**config.mk**
```make
export PLATFORM = sky130hd
export DESIGN_NAME = sefi_event_flags
export DESIGN_NICKNAME = d
export VERILOG_FILES = /design/src/sefi_pkg.sv /design/src/sefi_event_flags.sv
export SDC_FILE = /design/constraint.sdc
export NUM_CORES = 1
export LEC_CHECK = 0
export BUFFER_PORTS_ARGS = -buffer_cell sky130_fd_sc_hd__buf_2
export CAP_MARGIN = 20
export CORE_MARGIN = 2
export CORE_UTILIZATION = 35
export DETAILED_ROUTE_END_ITERATION = 12
export GPL_TIMING_DRIVEN = 0
export SLEW_MARGIN = 20
export SYNTH_ARGS = -nofsm -noshare
export SYNTH_HDL_FRONTEND = slang
export SYNTH_SLANG_ARGS = --single-unit
```
**constraint.sdc**
```tcl
create_clock -name sys_clk -period 3.1 [get_ports sys_clk]
set_input_delay 0.155 -clock sys_clk [delete_from_list [all_inputs] [get_ports sys_clk]]
set_output_delay 0.155 -clock sys_clk [all_outputs]
set_load 0.03 [all_outputs]
```
**src/sefi_pkg.sv**
```systemverilog
`default_nettype none
package sefi_pkg;
  // Register offsets (byte-wide registers on the host port).
  localparam logic [7:0] ADDR_EVENT_FLAGS  = 8'h04;
  localparam logic [7:0] ADDR_EVENT_MASK   = 8'h05;
  localparam logic [7:0] ADDR_INPUT_SETUP  = 8'h10;
  localparam logic [7:0] ADDR_SYNC_MON     = 8'h20;

  // Reset values.
  localparam logic [7:0] RST_EVENT_FLAGS   = 8'h00;
  localparam logic [7:0] RST_EVENT_MASK    = 8'hff;
  localparam logic [7:0] RST_INPUT_SETUP   = 8'h00;

  // Event flag bit positions.
  localparam int FLG_PORT_A   = 0;
  localparam int FLG_PORT_B   = 1;
  localparam int FLG_DISRUPT  = 4;
  localparam int FLG_SETTLED  = 5;
  localparam int FLG_VSYNC    = 6;
  localparam int FLG_PHASE    = 7;
  localparam logic [7:0] FLAG_IMPL = 8'hf3;

  // Input setup fields.
  localparam int CFG_CHSEL_LSB  = 0;
  localparam int CFG_COUPLING   = 3;
  localparam int CFG_COLOUR     = 4;
  localparam int CFG_CLAMP_SRC  = 6;
  localparam int CFG_CLAMP_POL  = 7;
  localparam logic [7:0] CFG_IMPL = 8'hdb;

  // Channel codes.
  localparam logic [1:0] CH_INPUT_PORT_A = 2'h0;
  localparam logic [1:0] CH_INPUT_PORT_B = 2'h1;

  // Clamp levels in millivolts and black-level target codes.
  localparam logic [9:0] CLAMP_LOW_MV  = 10'd300;
  localparam logic [9:0] CLAMP_HIGH_MV = 10'd600;
  localparam logic [7:0] BLACK_ZERO    = 8'h00;
  localparam logic [7:0] BLACK_MID     = 8'h80;

  // Activity thresholds: sync period must be below the inverse of the least frequency.
  localparam int  CLK_HZ        = 100_000_000;
  localparam int  HS_MIN_HZ     = 1_000;
  localparam int  VS_MIN_HZ     = 20;
  localparam int  HS_MAX_CYC    = CLK_HZ / HS_MIN_HZ;
  localparam int  VS_MAX_CYC    = CLK_HZ / VS_MIN_HZ;

  typedef struct packed {
    logic hsync;
    logic vsync;
  } sefi_sync_s;

  typedef struct packed {
    logic [9:0] clamp_mv;
    logic       half_shift;
    logic [7:0] black_code;
  } sefi_chan_s;
endpackage : sefi_pkg
`default_nettype wire

```
**src/sefi_event_flags.sv**
```systemverilog
// Function
// - Flag bit 0 sets on port A sync activity or polarity change.
// - Flag bit 1 sets on port B sync activity or polarity change.
// - Flag bit 4 sets when selected channel sync changes.
// - Flag bit 5 sets when selected channel sync timing settles.
// - Flag bit 6 sets on every vertical sync of the selected channel.
// - Flag bit 7 sets when phase adjustment completes.
// - Writing one clears a flag bit; zero leaves it alone.
// - Mask bit zero enables, one suppresses, the matching interrupt.
// - Mask bit 0 gates port A change interrupt.
// - Mask bit 1 gates port B change interrupt.
// - Mask bit 4 gates selected channel disruption interrupt.
// - Mask bit 5 gates selected channel settled interrupt.
// - Mask bit 7 gates phase adjustment done interrupt.
// - Channel select code 0 picks port A, 1 picks port B.
// - Configuration bit 3 selects AC or DC coupling.
// - RGB: 300mV clamp, half shift, black target 0x00 everywhere.
// - YPbPr: 600mV clamp red/blue, 300mV green, shift green only.
// - YPbPr black target 0x00 green, 0x80 red and blue.
// - Horizontal sync active only if periodic above 1 kHz.
// - Vertical sync active only if periodic above 20 Hz.
//
// Decided for this implementation: the strobed register port.
`timescale 1ns/10ps
`default_nettype none
module sefi_event_flags #(
  parameter int HS_MAX = sefi_pkg::HS_MAX_CYC,
  parameter int VS_MAX = sefi_pkg::VS_MAX_CYC
) (
  // Clock and reset
  input  wire logic              sys_clk,
  input  wire logic              reset_n,
  // Host register port
  input  wire logic [7:0]        reg_addr,
  input  wire logic [7:0]        reg_wdata,
  input  wire logic              reg_wr,
  input  wire logic              reg_rd,
  output var  logic [7:0]        reg_rdata,
  // Sync inputs of both ports
  input  wire sefi_pkg::sefi_sync_s port_a_sync,
  input  wire sefi_pkg::sefi_sync_s port_b_sync,
  // Events from neighbouring blocks
  input  wire logic              sel_settled,
  input  wire logic              phase_adjust_done,
  // Front-end control
  output var  logic              irq_q,
  output var  logic [1:0]        chan_sel_q,
  output var  logic              coupling_select_q,
  output var  logic              clamp_source_sel_q,
  output var  logic              clamp_pol_q,
  output var  sefi_pkg::sefi_chan_s red_cfg_q,
  output var  sefi_pkg::sefi_chan_s green_cfg_q,
  output var  sefi_pkg::sefi_chan_s blue_cfg_q
);
  import sefi_pkg::*;

  ////////////////////////////////////////////////////////////////////////////////
  // Activity monitors: one per sync line, four lines in all.

  localparam int CW = $clog2(VS_MAX + 2);

  logic [3:0]    line_in;
  logic [3:0]    line_d1_q;
  logic [3:0]    act_q;
  logic [3:0]    pol_q;
  logic [CW-1:0] cnt_q [4];
  logic [CW-1:0] hi_q  [4];
  logic [CW-1:0] lo_q  [4];

  assign line_in = {port_b_sync.vsync, port_b_sync.hsync,
                    port_a_sync.vsync, port_a_sync.hsync};

  function automatic logic [CW-1:0] limit_of(input int idx);
    limit_of = (idx % 2 == 0) ? CW'(HS_MAX) : CW'(VS_MAX);
  endfunction : limit_of

  // A line is active only while each full period repeats the last low time, has a nonzero
  // high time and stays under the frequency limit; a missed edge drops activity.
  always_ff @(posedge sys_clk or negedge reset_n) begin
    if (!reset_n) begin
      line_d1_q <= 4'h0;
      act_q     <= 4'h0;
      pol_q     <= 4'h0;
      for (int i = 0; i < 4; i++) begin
        cnt_q[i] <= '0;
        hi_q[i]  <= '0;
        lo_q[i]  <= '0;
      end
    end else begin
      line_d1_q <= line_in;
      for (int i = 0; i < 4; i++) begin
        if (line_in[i] != line_d1_q[i]) begin
          cnt_q[i] <= '0;
          if (line_d1_q[i]) begin
            hi_q[i] <= cnt_q[i];
          end else begin
            lo_q[i] <= cnt_q[i];
            act_q[i] <= (hi_q[i] != '0) && (lo_q[i] == cnt_q[i])
                        && (CW'(hi_q[i] + cnt_q[i]) < limit_of(i));
            // Judged once per period, high time against low time, so a steady
            // line keeps one polarity instead of flipping on every edge.
            pol_q[i] <= (hi_q[i] > cnt_q[i]);
          end
        end else if (cnt_q[i] >= limit_of(i)) begin
          act_q[i] <= 1'b0;
        end else begin
          cnt_q[i] <= cnt_q[i] + 1'b1;
        end
      end
    end
  end

  ////////////////////////////////////////////////////////////////////////////////
  // Event detection.

  logic [3:0] act_d1_q;
  logic [3:0] pol_d1_q;
  logic [3:0] diff;
  logic [1:0] sel_diff;
  logic       vs_sel;
  logic       vs_sel_d1_q;
  logic       settled_d1_q;
  logic       phase_d1_q;
  logic [7:0] event_set;

  always_ff @(posedge sys_clk or negedge reset_n) begin
    if (!reset_n) begin
      act_d1_q     <= 4'h0;
      pol_d1_q     <= 4'h0;
      vs_sel_d1_q  <= 1'b0;
      settled_d1_q <= 1'b0;
      phase_d1_q   <= 1'b0;
    end else begin
      act_d1_q     <= act_q;
      pol_d1_q     <= pol_q;
      vs_sel_d1_q  <= vs_sel;
      settled_d1_q <= sel_settled;
      phase_d1_q   <= phase_adjust_done;
    end
  end

  // Polarity only counts while the line is active, so noise does not flood flags.
  assign diff     = (act_q ^ act_d1_q) | ((pol_q ^ pol_d1_q) & act_q);
  assign sel_diff = (chan_sel_q == CH_INPUT_PORT_B) ? diff[3:2] : diff[1:0];
  assign vs_sel   = (chan_sel_q == CH_INPUT_PORT_B) ? port_b_sync.vsync
                                                    : port_a_sync.vsync;

  always_comb begin
    event_set               = 8'h00;
    event_set[FLG_PORT_A]   = |diff[1:0];
    event_set[FLG_PORT_B]   = |diff[3:2];
    event_set[FLG_DISRUPT]  = |sel_diff;
    event_set[FLG_SETTLED]  = sel_settled & ~settled_d1_q;
    event_set[FLG_VSYNC]    = vs_sel & ~vs_sel_d1_q;
    event_set[FLG_PHASE]    = phase_adjust_done & ~phase_d1_q;
  end

  ////////////////////////////////////////////////////////////////////////////////
  // Registers.

  logic [7:0] flags_q;
  logic [7:0] mask_q;
  logic [7:0] setup_q;
  logic [7:0] clr;

  assign clr = (reg_wr && reg_addr == ADDR_EVENT_FLAGS) ? reg_wdata : 8'h00;

  always_ff @(posedge sys_clk or negedge reset_n) begin
    if (!reset_n) begin
      flags_q <= RST_EVENT_FLAGS;
    end else begin
      flags_q <= ((flags_q & ~clr) | event_set) & FLAG_IMPL;
    end
  end

  always_ff @(posedge sys_clk or negedge reset_n) begin
    if (!reset_n) begin
      mask_q  <= RST_EVENT_MASK;
      setup_q <= RST_INPUT_SETUP;
    end else if (reg_wr) begin
      if (reg_addr == ADDR_EVENT_MASK) begin
        mask_q <= reg_wdata;
      end
      if (reg_addr == ADDR_INPUT_SETUP) begin
        setup_q <= reg_wdata & CFG_IMPL;
      end
    end
  end

  // Mask polarity is zero-enables for every bit.
  always_ff @(posedge sys_clk or negedge reset_n) begin
    if (!reset_n) begin
      irq_q <= 1'b0;
    end else begin
      irq_q <= |(flags_q & ~mask_q);
    end
  end

  always_ff @(posedge sys_clk or negedge reset_n) begin
    if (!reset_n) begin
      reg_rdata <= 8'h00;
    end else if (reg_rd) begin
      case (reg_addr)
        ADDR_EVENT_FLAGS: reg_rdata <= flags_q;
        ADDR_EVENT_MASK:  reg_rdata <= mask_q;
        ADDR_INPUT_SETUP: reg_rdata <= setup_q;
        ADDR_SYNC_MON:    reg_rdata <= {pol_q, act_q};
        default:          reg_rdata <= 8'h00;
      endcase
    end else begin
      reg_rdata <= 8'h00;
    end
  end

  ////////////////////////////////////////////////////////////////////////////////
  // Front-end control decode; registered so every output comes from a flop.

  function automatic sefi_chan_s chan_cfg(input logic wide_clamp, input logic shift,
                                          input logic [7:0] black);
    chan_cfg.clamp_mv   = wide_clamp ? CLAMP_HIGH_MV : CLAMP_LOW_MV;
    chan_cfg.half_shift = shift;
    chan_cfg.black_code = black;
  endfunction : chan_cfg

  logic ypbpr;
  assign ypbpr = setup_q[CFG_COLOUR];

  always_ff @(posedge sys_clk or negedge reset_n) begin
    if (!reset_n) begin
      chan_sel_q         <= CH_INPUT_PORT_A;
      coupling_select_q  <= 1'b0;
      clamp_source_sel_q <= 1'b0;
      clamp_pol_q        <= 1'b0;
      red_cfg_q          <= '0;
      green_cfg_q        <= '0;
      blue_cfg_q         <= '0;
    end else begin
      chan_sel_q         <= setup_q[CFG_CHSEL_LSB +: 2];
      coupling_select_q  <= setup_q[CFG_COUPLING];
      clamp_source_sel_q <= setup_q[CFG_CLAMP_SRC];
      clamp_pol_q        <= setup_q[CFG_CLAMP_POL];
      red_cfg_q   <= chan_cfg(ypbpr, ~ypbpr, ypbpr ? BLACK_MID : BLACK_ZERO);
      green_cfg_q <= chan_cfg(1'b0, 1'b1, BLACK_ZERO);
      blue_cfg_q  <= chan_cfg(ypbpr, ~ypbpr, ypbpr ? BLACK_MID : BLACK_ZERO);
    end
  end
endmodule : sefi_event_flags
`default_nettype wire

```
### Word-level counts from Yosys, hierarchy flattened

Index checks and enable logic that the tools add are counted.
Widths: inputs -> output; s select.

| operators by class | value |
|---|---|
| eq/ne operators | 21 |
| reductions and logical operators | 35 |
| multiplexer cells | 27 |
| $add $sub $neg | 8 |
| $lt $le $gt $ge | 12 |
| bitwise operators | 20 |

Operators by type and width:

| kind | count |
|---|---|
| $mux 23 | 8 |
| $add 23x1->23 const B | 4 |
| $add 23x23->23 | 4 |
| $eq 23x23->1 | 4 |
| $gt 23x23->1 | 4 |
| $reduce_bool 23->1 | 4 |
| $ge 23x17->1 const B | 2 |
| $ge 23x23->1 const B | 2 |
| $lt 23x17->1 const B | 2 |
| $lt 23x23->1 const B | 2 |
| $pmux 8 s4 | 1 |
| $reduce_and 2->1 | 14 |
| $mux 8 | 3 |
| $and 8x8->8 | 2 |
| $eq 8x3->1 const B | 2 |
| $ne 2x2->1 const B | 8 |
| $not 8->8 | 2 |
| $mux 1 | 13 |
| $mux 10 | 1 |
| $logic_and 1x1->1 | 9 |
| $eq 8x5->1 const B | 1 |
| $eq 8x6->1 const B | 1 |
| $not 1->1 | 8 |
| $or 8x8->8 | 1 |
| 10 further kinds | 21 |

| word-level totals | value |
|---|---|
| logic and storage cells | 163 |
| output and inout bits | 71 |
| flip-flop bits (word level) | 354 |

### Depth between registers and ports, before layout

Gate-level depths: netlist of the first run.

| depth | value |
|---|---|
| depth in word-level cells | 6 |
| mapped depth | 14 |
| gate-level depth less buffers | 12 |

### Worst setup path before layout of the first run

No wires, ideal clock.

| timing | value |
|---|---|
| kind | register to register |
| start point | register cnt_q[8] in the netlist's numbering |
| end point | register act_q[3] |
| setup slack | 0.301 ns |
| stages on the path, launching flop included | 13 |
| data required time | 3.010 ns |
| buffers on the path | 2 |
| arrival time | 2.709 ns |
| path through | dfrtp_1 > clkbuf_1 > inv_1 > ha_1 > buf_2 > o31ai_2 > o22ai_1 > o31ai_1 > a211oi_1 > o311a_1 > a221oi_1 > o211ai_1 > o221ai_1 |

| on the way | value |
|---|---|
| word-level cells in the longest chain between the ends | 5 |

Ends and longest elaborated chain:

| element | line | source |
|---|---|---|
| start: declaration | sefi_event_flags.sv:66 | `logic [CW-1:0] cnt_q [4];` |
| start signal: indexed assignment | sefi_event_flags.sv:107 | `cnt_q[i] <= cnt_q[i] + 1'b1;` |
| $add 23x23->23 or $eq 23x23->1 (tied branches) | sefi_event_flags.sv:99, sefi_event_flags.sv:98 |  |
| $lt 23x23->1 or $logic_and 1x1->1 (tied branches) | sefi_event_flags.sv:99, sefi_event_flags.sv:98 |  |
| $logic_and 1x1->1 | sefi_event_flags.sv:99 | `&& (CW'(hi_q[i] + cnt_q[i]) < limit_of(i));` |
| $mux 1 | sefi_event_flags.sv:94 | `if (line_d1_q[i]) begin` |
| $mux 1 | sefi_event_flags.sv:92 | `if (line_in[i] != line_d1_q[i]) begin` |
| end signal: indexed assignment | sefi_event_flags.sv:98 | `act_q[i] <= (hi_q[i] != '0) && (lo_q[i] == cnt_q[i])` |
| end: declaration | sefi_event_flags.sv:64 | `logic [3:0] act_q;` |

Several ways; a longest one is shown, not always the timed one. The select of a mux whose other input is x is not followed.
A chain may end at the register's enable or synchronous reset.

### Worst setup path after layout of the first run

| timing | value |
|---|---|
| start point | register hi_q[3] in the netlist's numbering |
| end point | register act_q[3] |

| on the way | value |
|---|---|
| word-level cells in the longest chain between the ends | 5 |

Ends and longest elaborated chain:

| element | line | source |
|---|---|---|
| start: declaration | sefi_event_flags.sv:67 | `logic [CW-1:0] hi_q [4];` |
| start signal: indexed assignment | sefi_event_flags.sv:95 | `hi_q[i] <= cnt_q[i];` |
| $add 23x23->23 or $reduce_bool 23->1 (tied branches) | sefi_event_flags.sv:99, sefi_event_flags.sv:98 |  |
| $lt 23x23->1 or $logic_and 1x1->1 (tied branches) | sefi_event_flags.sv:99, sefi_event_flags.sv:98 |  |
| $logic_and 1x1->1 * | sefi_event_flags.sv:99 |  |
| $mux 1 * | sefi_event_flags.sv:94 |  |
| $mux 1 * | sefi_event_flags.sv:92 |  |

Every way passes the cells marked *; elsewhere a longest branch is shown, timed or not. The select of a mux whose other input is x is not followed.

==> impl_metrics.json, run 1 <==
{
  "fp.dieArea_um2": 65400,
  "leakage_power_of_the_design_nw": 12.8,
  "worst_skew_pair.late_latency_ns": 0.57,
  "clock_sink_count": 336,
  "number_of_buffers_added_on_ports": 62,
  "cts_tree": "yes",
  "synth-compound-area-share": 0.125,
  "final_antenna_net_count": 0,
  "detailedPlacementHpwl_um": 43100,
  "cts.reportedPaths.clkPinSlew_ns": 0.06,
  "most_common_library_cell_in_the_layout_ignoring_fill_and_taps": "dfrtp_1",
  "dieWidth_um": 256,
  "synthesis.instances": 2246,
  "rsz0062_at_grt": "yes",
  "global_route_total_usage_across_every_layer": 0.173,
  "detail_route.iter0.violations": 1101,
  "drt-total-wl_um": 57800,
  "post_synth_mux_area_share": 0.104,
  "fin_crit_share": 0.977,
  "gp_routability_congestion": 0.886,
  "yosys_warnings": 0,
  "post-route-drc-count": 0,
  "total_iterations_of_the_first_detailed_routing_run": 5,
  "arrival_ns": 3.45,
  "timing.max_slew.rel_slack": 0.402,
  "grt_first_pass_wirelength_um": 92700,
  "synth_cell_types": 93,
  "placement_rows": 92,
  "wl_per_cell_um": 17.4,
  "irDropWorstVdd_uv": 338,
  "fmax_mhz": 330,
  "yosys.area_share.adder": 0.111,
  "ys_async_sr_fraction": 1.00,
  "post_drt_via_cell_ratio": 5.14,
  "crit_path_start_kind": "register",
  "route.vias.total": 17000,
  "overflow": 0,
  "worst-path-max-fanout": 4,
  "grt_max_degree": 89,
  "power_report.internal_total_w": 0.00819,
  "max_capacitance_violation_count": 0,
  "final_net_count": 2652,
  "net-switching-power_w": 0.00301,
  "finalWorstPathRequiredPeriod_ns": 3.03,
  "dominantRegCellSynth": "dfrtp_1",
  "clk_root_buffer_cell": "clkbuf_16",
  "finClkSkew_ns": 0.0127,
  "final.hold.worst_slack_ns": 0.0569,
  "switching_share": 0.269,
  "cts-root-to-sink-buffers": 3,
  "postSynthRegisterBits": 336,
  "worstSetupEndpointType": "register",
  "combPwrFrac": 0.135,
  "final-setup-viol-count": 0,
  "clock_network_fraction_of_total_power": 0.435,
  "layout-drive-gt1-share": 0.251,
  "worstHoldPathType": "primary input to async pin",
  "transition_at_the_pin_with_the_smallest_max_transition_slack_ns": 0.889,
  "slew_violations": 0,
  "run_status": "finished, final reports clean",
  "num_io_pins": 97,
  "area.growth.synth_to_final_pct": 19.0,
  "power_density_nw_per_um2": 424,
  "syn-cell-area_um2": 22200,
  "htree_num_levels": 2,
  "power_frac_seq": 0.430,
  "yosys.area_share.simple": 0.140,
  "tritoncts.num_buffers": 43,
  "synth_edf_count": 0,
  "synth_area_per_cell_um2": 9.87,
  "most_used_cells_in_the_layout_excluding_fill_and_tap_cells": "dfrtp_1, mux2_2, inv_1",
  "fill_cell_instance_count_of_the_final_layout": 6040,
  "first_global_vias": 17000,
  "floorplan.initialDensity": 0.353,
  "seq_area_frac_synth": 0.380,
  "fin_setup_tns_ns": 0,
  "hold_viol": 0,
  "core_um2": 62900,
  "antenna_violations_before_repair": 7,
  "synth_xor_area_frac": 0.0735,
  "die_height_um": 256,
  "synth_top_family_by_area": "simple AND/OR/NAND/NOR gates",
  "criticalPathCategory": "register to register",
  "critical_path_required_ns": 3.52
}
[cell usage after synthesis (6+ instances only)]
cell       number  share of area
a211o_1         6         0.0024
a211oi_1       11         0.0037
a21boi_0        7         0.0024
a21o_1         17         0.0058
a21oi_1       115          0.026
a22oi_1        12         0.0041
a31oi_1        13         0.0037
and2_1         41          0.012
and3_1         14         0.0039
buf_2          10         0.0023
buf_4          56          0.019
clkbuf_1       64          0.011
dfrtp_1       328           0.37
dfstp_2         8         0.0095
ha_1          196           0.11
inv_1         192          0.032
mux2_1          6         0.0030
mux2_2        188          0.095
mux2i_1        12         0.0054
nand2_1       105          0.018
nand2b_1       16         0.0045
nand3_1        39         0.0088
nand4_1        58          0.016
nor2_1        129          0.022
nor2b_1        29         0.0082
nor3_1         51          0.012
nor4_1         60          0.017
o2111ai_1       9         0.0036
o211ai_1       14         0.0047
o21a_1         23         0.0078
o21ai_0        59          0.013
o21ai_1         7         0.0016
o21bai_1       19         0.0064
o22ai_1        10         0.0028
o31ai_1        10         0.0034
or3_1          12         0.0034
xnor2_1       122          0.048
xor2_1         64          0.025
[logic make-up after synthesis]
logic type	Yosys count
AND/OR/NAND/NOR	591
AO/OA/AOI/OAI	397
multiplexers	206
XOR/XNOR	186
flip-flops	336
other	2
adder cells (fa/ha/maj)	196
buffers and inverters	332
[power by group through the flow]
stage               Combinational [W]  Clock [W]  Sequential [W]
CTS                           0.00144    0.00502         0.00482
global placement              0.00134          0         0.00489
floorplan                    0.000938          0         0.00483
global route                  0.00168    0.00516         0.00484
finish                        0.00151    0.00488         0.00481
detailed placement            0.00137          0         0.00490
[layer usage]
layer / part of all wire / track usage / vias to the layer above
met3: 0.043 / 0.0268 / 96
met4: 0.026 / 0.0530 / 2
met5: 0.00022 / 0 / -
li1: - / - / 8178
met2: 0.46 / 0.275 / 363
met1: 0.47 / 0.243 / 8391
[critical path, cell delays in order, from the launching register on]
cell	delay, ns
dfrtp_2	0.44
ha_4	0.31
inv_4	0.04
a2111oi_4	0.44
a21oi_2	0.15
or4_1	0.41
nand4_1	0.10
a32oi_1	0.13
o211ai_1	0.21
buf_4	0.18
a21oi_1	0.07
a211oi_2	0.27
o221ai_2	0.13
[registers in the layout, indices dropped and copies added, names as in the netlist, 2 cells and up]
register / cells
mask_q: 8
reg_rdata: 8
act_q: 4
line_d1_q: 4
flags_q: 6
act_d1_q: 4
pol_d1_q: 4
lo_q: 92
pol_q: 4
cnt_q: 92
blue_cfg_q: 3
setup_q: 6
hi_q: 92
chan_sel_q: 2
[cell type report]
class                           instances  area, µm²  share of cell area
Antenna cell                            2       5.00            0.000190
Buffer                                117        718              0.0272
Clock buffer                           70       1330              0.0504
Clock inverter                          9       48.8             0.00185
Inverter                              195        739              0.0280
Multi-Input combinational cell       1611      13100               0.496
Sequential cell                       336       8470               0.321
Tap cell                              846       1060              0.0401
Timing Repair Buffer                  126        921              0.0349
[per-stage QoR]
stage	setup WS (ns)	std cells	utilization	instance area, µm²	total power (W)
finish	0.0719	3312	0.420	26400	0.0112
global route	-0.0734	3311	0.420	26400	0.0117
CTS	-0.129	3293	0.408	25600	0.0113
detailed placement	-0.466	3191	0.379	23800	0.00626
global placement	-4.78	3187	0.377	23700	0.00622
floorplan	0.301	2279	-	22300	0.00577
[worst paths after layout]
path                               from      endpoint  slack, ns  cells after the start
max reg2reg                     hi_q[3]      act_q[3]       0.07                     12
max in group asynchronous       reset_n     cnt_q[75]       1.81                      4
min reg2reg                settled_d1_q    flags_q[5]       0.41                      1
min in group sys_clk        reg_addr[4]  reg_rdata[5]       0.13                      4
min                             reset_n      lo_q[30]       0.06                      2
max                             hi_q[3]      act_q[3]       0.07                     12
[repair_timing]
action,CTS,global route
pin swaps,7,51
hold buffers,16,0
gates resized for setup,63,136
cloned,0,0
hold endpoints to repair,213,0
buffers inserted,11,33
setup endpoints to repair,7,19
No activity file was read; power rests on OpenSTA's default activity.
==> run 2, diff against run 1 <==
- CORE_UTILIZATION: 35 -> 25
- CTS_BUF_LIST: default -> sky130_fd_sc_hd__clkbuf_4 sky130_fd_sc_hd__clkbuf_8
==> run 2 against run 1 <==
Net effect:
- highest routed layer unchanged
- first-iteration DRC count up 24%
- non-clock buffer count up 2
- worst hold slack better by 0.013 ns
- combinational power about the same
==> impl_metrics.json, run 2 (same netlist as run 1, synthesis figures left out) <==
{
  "layout-drive-gt1-share": 0.257,
  "final_net_count": 2677,
  "worstHoldPathType": "primary input to async pin",
  "tritoncts.num_buffers": 66,
  "run_status": "finished, final reports clean",
  "most_common_library_cell_in_the_layout_ignoring_fill_and_taps": "dfrtp_1",
  "final-setup-viol-count": 0,
  "clk_root_buffer_cell": "clkbuf_8",
  "finalPower_w": 0.0114,
  "max_capacitance_violation_count": 0,
  "total_iterations_of_the_first_detailed_routing_run": 6,
  "transition_at_the_pin_with_the_smallest_max_transition_slack_ns": 1.04,
  "fill_cell_instance_count_of_the_final_layout": 9177,
  "post-route-drc-count": 0,
  "global_route.usage.met1": 0.183,
  "rsz0062_at_grt": "yes",
  "cts.reportedPaths.clkPinSlew_ns": 0.07,
  "first_global_vias": 16800,
  "slew_violations": 0,
  "grt_max_degree": 97,
  "cts-root-to-sink-buffers": 3,
  "drt-total-wl_um": 58700,
  "final_antenna_net_count": 0,
  "fp.dieArea_um2": 91100,
  "timing.max_slew.rel_slack": 0.299,
  "most_used_cells_in_the_layout_excluding_fill_and_tap_cells": "dfrtp_1, mux2_2, inv_1",
  "core_um2": 88100,
  "post_drt_via_cell_ratio": 4.66,
  "worst_skew_pair.late_latency_ns": 0.66,
  "die_height_um": 302,
  "m2_gr_usage": 0.198,
  "crit_path_start_kind": "register",
  "htree_num_levels": 3,
  "grt-busiest-layer": "met2",
  "worst-path-max-fanout": 4,
  "biggestRegsByFlops": "cnt_q (92), hi_q (92), lo_q (92)",
  "overflow": 0,
  "fin_crit_share": 0.993,
  "floorplan.initialDensity": 0.252,
  "power_density_nw_per_um2": 428,
  "dieWidth_um": 302,
  "number_of_buffers_added_on_ports": 62,
  "clock_sink_count": 336,
  "criticalPathCategory": "register to register",
  "cts_tree": "yes",
  "grtUsageMet3": 0.0239,
  "hold_viol": 0,
  "final_core_util": 0.303,
  "placement_rows": 109,
  "area.growth.synth_to_final_pct": 20.3,
  "finClkSkew_ns": 0.0321,
  "detailedPlacementHpwl_um": 43400,
  "wl_per_cell_um": 16.0,
  "finalWorstPathRequiredPeriod_ns": 3.08,
  "route.vias.total": 17100,
  "fmax_mhz": 325,
  "num_io_pins": 97,
  "detail_route.iter0.violations": 1366,
  "grt_first_pass_wirelength_um": 93800,
  "leakage_power_of_the_design_nw": 12.9,
  "critical_path_required_ns": 3.62,
  "worstSetupEndpointType": "register",
  "arrival_ns": 3.60,
  "antenna_violations_before_repair": 11,
  "gp_routability_congestion": 0.877,
  "global_route_total_usage_across_every_layer": 0.129,
  "irDropWorstVdd_uv": 251
}
==> run 2: through the flow <==
stage / setup TNS [ns] / instances / area, µm² / hold slack [ns] / worst slack, ns
floorplan: 0 / 2279 / 22300 / -0.141 / 0.301
detailed placement: -1.56 / 3509 / 24200 / 0.192 / -0.439
CTS: -0.0653 / 3658 / 26100 / 0.0451 / -0.0653
global route: -0.235 / 3675 / 26700 / 0.137 / -0.115
finish: 0 / 3677 / 26700 / 0.0703 / 0.0217
global placement: -1645.08 / 3506 / 24100 / 0.283 / -4.97
==> run 2: final timing paths <==
kind,depth (start not counted),to,slack (ns),startpoint
max reg2reg,12,act_q[3],0.02,cnt_q[1]
min in group sys_clk,4,reg_rdata[4],0.09,reg_addr[4]
min,2,hi_q[53],0.07,reset_n
max,12,act_q[3],0.02,cnt_q[1]
max in group asynchronous,4,cnt_q[7],1.64,reset_n
min reg2reg,0,chan_sel_q[1],0.41,setup_q[1]
==> run 2: per-layer routing <==
metal,share of wire,up-vias,routed length (µm)
li1,-,8249,-
met1,0.48,8354,28300
met2,0.44,426,25700
met3,0.058,88,3380
met4,0.021,8,1210
met5,0.0011,-,63
==> run 2: report_power, final <==
group	total, W	internal, W	leakage (nW)	switching (W)
sequential	0.00481	0.00460	4.50	0.000218
clock	0.00511	0.00297	0.803	0.00214
combinational	0.00151	0.000666	7.62	0.000845
total	0.0114	0.00823	12.9	0.00321
==> run 2: worst max-delay path, cell delays in order (launching register included) <==
cell       delay [ns]
dfrtp_2          0.43
inv_4            0.08
ha_4             0.20
nor2b_4          0.12
o21ai_4          0.09
a2111oi_4        0.48
o211ai_2         0.20
a31o_4           0.30
o41ai_4          0.31
nor2_1           0.11
o211a_1          0.24
a211oi_2         0.23
o221ai_1         0.13
==> run 2: layout make-up <==
type / instances / area [µm²] / area share
tap: 1165 / 1460 / 0.0546
antenna: 4 / 10.0 / 0.000375
clock buffer: 100 / 1300 / 0.0488
clock inverter: 21 / 226 / 0.00848
timing repair buffer: 125 / 896 / 0.0336
sequential: 336 / 8460 / 0.317
multi-input combinational: 1611 / 12900 / 0.483
buffer: 120 / 713 / 0.0267
inverter: 195 / 739 / 0.0277
==> run 2: repair_timing <==
action / 4_1_cts / 5_1_grt
setup buffers: 16 / 27
endpoints found under the hold margin: 107 / 0
setup endpoints to repair: 8 / 15
pin swaps: 8 / 42
gates resized for setup: 47 / 102
hold buffers: 17 / 0
==> run 3, diff against run 2 <==
- CORE_MARGIN: 2 -> default
==> run 3 against run 2 <==
Net effect:
- final cell count shrank 0.49%
- wire length shrank 2.6%
- die area fell by 1.3%
- critical endpoint unchanged
- sequential power is essentially flat
==> impl_metrics.json, run 3 (same netlist as run 1, synthesis figures left out) <==
{
  "run_status": "finished, final reports clean",
  "cts-root-to-sink-buffers": 3,
  "layout-drive-gt1-share": 0.253,
  "grt_max_degree": 89,
  "final.hold.worst_slack_ns": 0.0941,
  "leakage_power_of_the_design_nw": 12.9,
  "worst-path-max-fanout": 5,
  "placed_cells_incl_taps": 3500,
  "path_cells": "buf_4, ha_2, a2111oi_4, a2111oi_4, buf_4, o211ai_4, a31o_4, o21bai_1, a211o_1, a221oi_2, o211ai_1, o221ai_1",
  "critical_path_required_ns": 3.68,
  "dieWidth_um": 300,
  "path_buf_inv": 2,
  "most_used_cells_in_the_layout_excluding_fill_and_tap_cells": "dfrtp_1, mux2_2, inv_1",
  "critical-path-slowest-cell": "a2111oi_4",
  "placement_rows": 108,
  "max_capacitance_violation_count": 0,
  "final_core_util": 0.304,
  "total_iterations_of_the_first_detailed_routing_run": 5,
  "core_um2": 87300,
  "irDropWorstVdd_uv": 294,
  "cts.reportedPaths.clkPinSlew_ns": 0.07,
  "clk_root_buffer_cell": "clkbuf_8",
  "worstHoldPathType": "primary input to register",
  "die_height_um": 300,
  "finalWorstPathRequiredPeriod_ns": 3.02,
  "grt_first_pass_wirelength_um": 91400,
  "fp.dieArea_um2": 89900,
  "arrival_ns": 3.60,
  "number_of_buffers_added_on_ports": 62,
  "most_common_library_cell_in_the_layout_ignoring_fill_and_taps": "dfrtp_1",
  "clock_sink_count": 336,
  "drt-total-wl_um": 57100,
  "worst_setup_path_startpoint": "cnt_q[2]",
  "antenna_cells": 0,
  "cts_tree": "yes",
  "final_antenna_net_count": 0,
  "hold_path_startpoint": "reg_addr[0]",
  "setup_ws_ns": 0.0772,
  "floorplan.initialDensity": 0.254,
  "route.vias.total": 17000,
  "fill_cell_instance_count_of_the_final_layout": 9089,
  "htree_num_levels": 2,
  "area.growth.synth_to_final_pct": 19.8,
  "worst_path_dominant_cell_family": "compound AO/OA/AOI/OAI gates",
  "power_density_nw_per_um2": 401,
  "worstSetupEndpointType": "register",
  "tritoncts.num_buffers": 59,
  "fin_crit_share": 0.975,
  "final_net_count": 2679,
  "post_drt_via_cell_ratio": 4.64,
  "fmax_mhz": 331,
  "timing.max_slew.rel_slack": 0.310,
  "detail_route.iter0.violations": 1003,
  "finClkSkew_ns": 0.0659,
  "wl_per_cell_um": 15.6,
  "final-setup-viol-count": 0,
  "rsz0062_at_grt": "yes",
  "biggestRegsByFlops": "cnt_q (92), hi_q (92), lo_q (92)",
  "hold_viol": 0,
  "first_global_vias": 16400,
  "post-route-drc-count": 0,
  "transition_at_the_pin_with_the_smallest_max_transition_slack_ns": 1.03,
  "gp_routability_congestion": 0.863,
  "slew_violations": 0,
  "final_cell_count_no_fill": 3659,
  "critical_path.reg2reg.startpoint": "cnt_q[2]",
  "criticalPathCategory": "register to register",
  "num_io_pins": 97,
  "global_route_total_usage_across_every_layer": 0.125,
  "antenna_violations_before_repair": 5,
  "slowest_delay_ns": 0.47,
  "placement.setup.worst_slack_ns": -0.533,
  "overflow": 0,
  "worst_skew_pair.late_latency_ns": 0.68,
  "detailedPlacementHpwl_um": 43000,
  "crit_path_start_kind": "register"
}
==> run 3: worst paths after layout <==
kind,endpoint,slack (ns),cells past startpoint
max in group asynchronous,cnt_q[57],1.39,5
hold / removal,reg_rdata[0],0.09,4
hold reg to reg,chan_sel_q[1],0.40,0
setup reg to reg,act_q[3],0.08,12
min in group asynchronous,hi_q[82],0.54,3
setup / recovery,act_q[3],0.08,12
==> run 3: power breakdown <==
group | switching [W] | internal, W
combinational | 0.000804 | 0.000636
clock | 0.00192 | 0.00244
sequential | 0.000244 | 0.00459
==> run 3: per-stage QoR <==
step / power (W) / TNS, ns / cell area [µm²]
2_1_floorplan: 0.00577 / 0 / 22300
3_3_place_gp: 0.00625 / -1645.43 / 24100
3_5_place_dp: 0.00628 / -1.73 / 24200
4_1_cts: 0.0107 / -0.0602 / 25900
5_1_grt: 0.0111 / -0.196 / 26600
6_report: 0.0106 / 0 / 26600
==> run 3: layer usage <==
metal | vias to the layer above | global-route usage | wire, µm | share of wire
li1 | 8242 | - | - | -
met1 | 8292 | 0.182 | 28100 | 0.49
met2 | 365 | 0.192 | 25400 | 0.44
met3 | 69 | 0.0204 | 2780 | 0.049
met4 | 8 | 0.0275 | 863 | 0.015
met5 | - | 0 | 48 | 0.00084
==> run 3: final cells by class <==
class                           instances  area [µm²]  area share
Multi-Input combinational cell       1611       13000       0.489
Sequential cell                       336        8450       0.318
Tap cell                             1155        1450      0.0544
Clock buffer                           98        1200      0.0451
Timing Repair Buffer                  127         943      0.0355
Buffer                                127         743      0.0280
Inverter                              195         732      0.0276
Clock inverter                         10        71.3     0.00268
==> run 3: worst min-delay path: cells and delay by family <==
kind,cells,cell delay (ns)
and+or+nand+nor,1,0.15
AOI/OAI and AO/OA,2,0.27
buffers and inverters,1,0.13
==> run 3: timing repair <==
item / 4_1_cts / 5_1_grt
endpoints found under the setup margin: 6 / 22
buffers inserted: 14 / 28
hold buffers: 19 / 0
resized for setup: 58 / 102
endpoints found under the hold margin: 225 / 0
pin swaps: 9 / 33
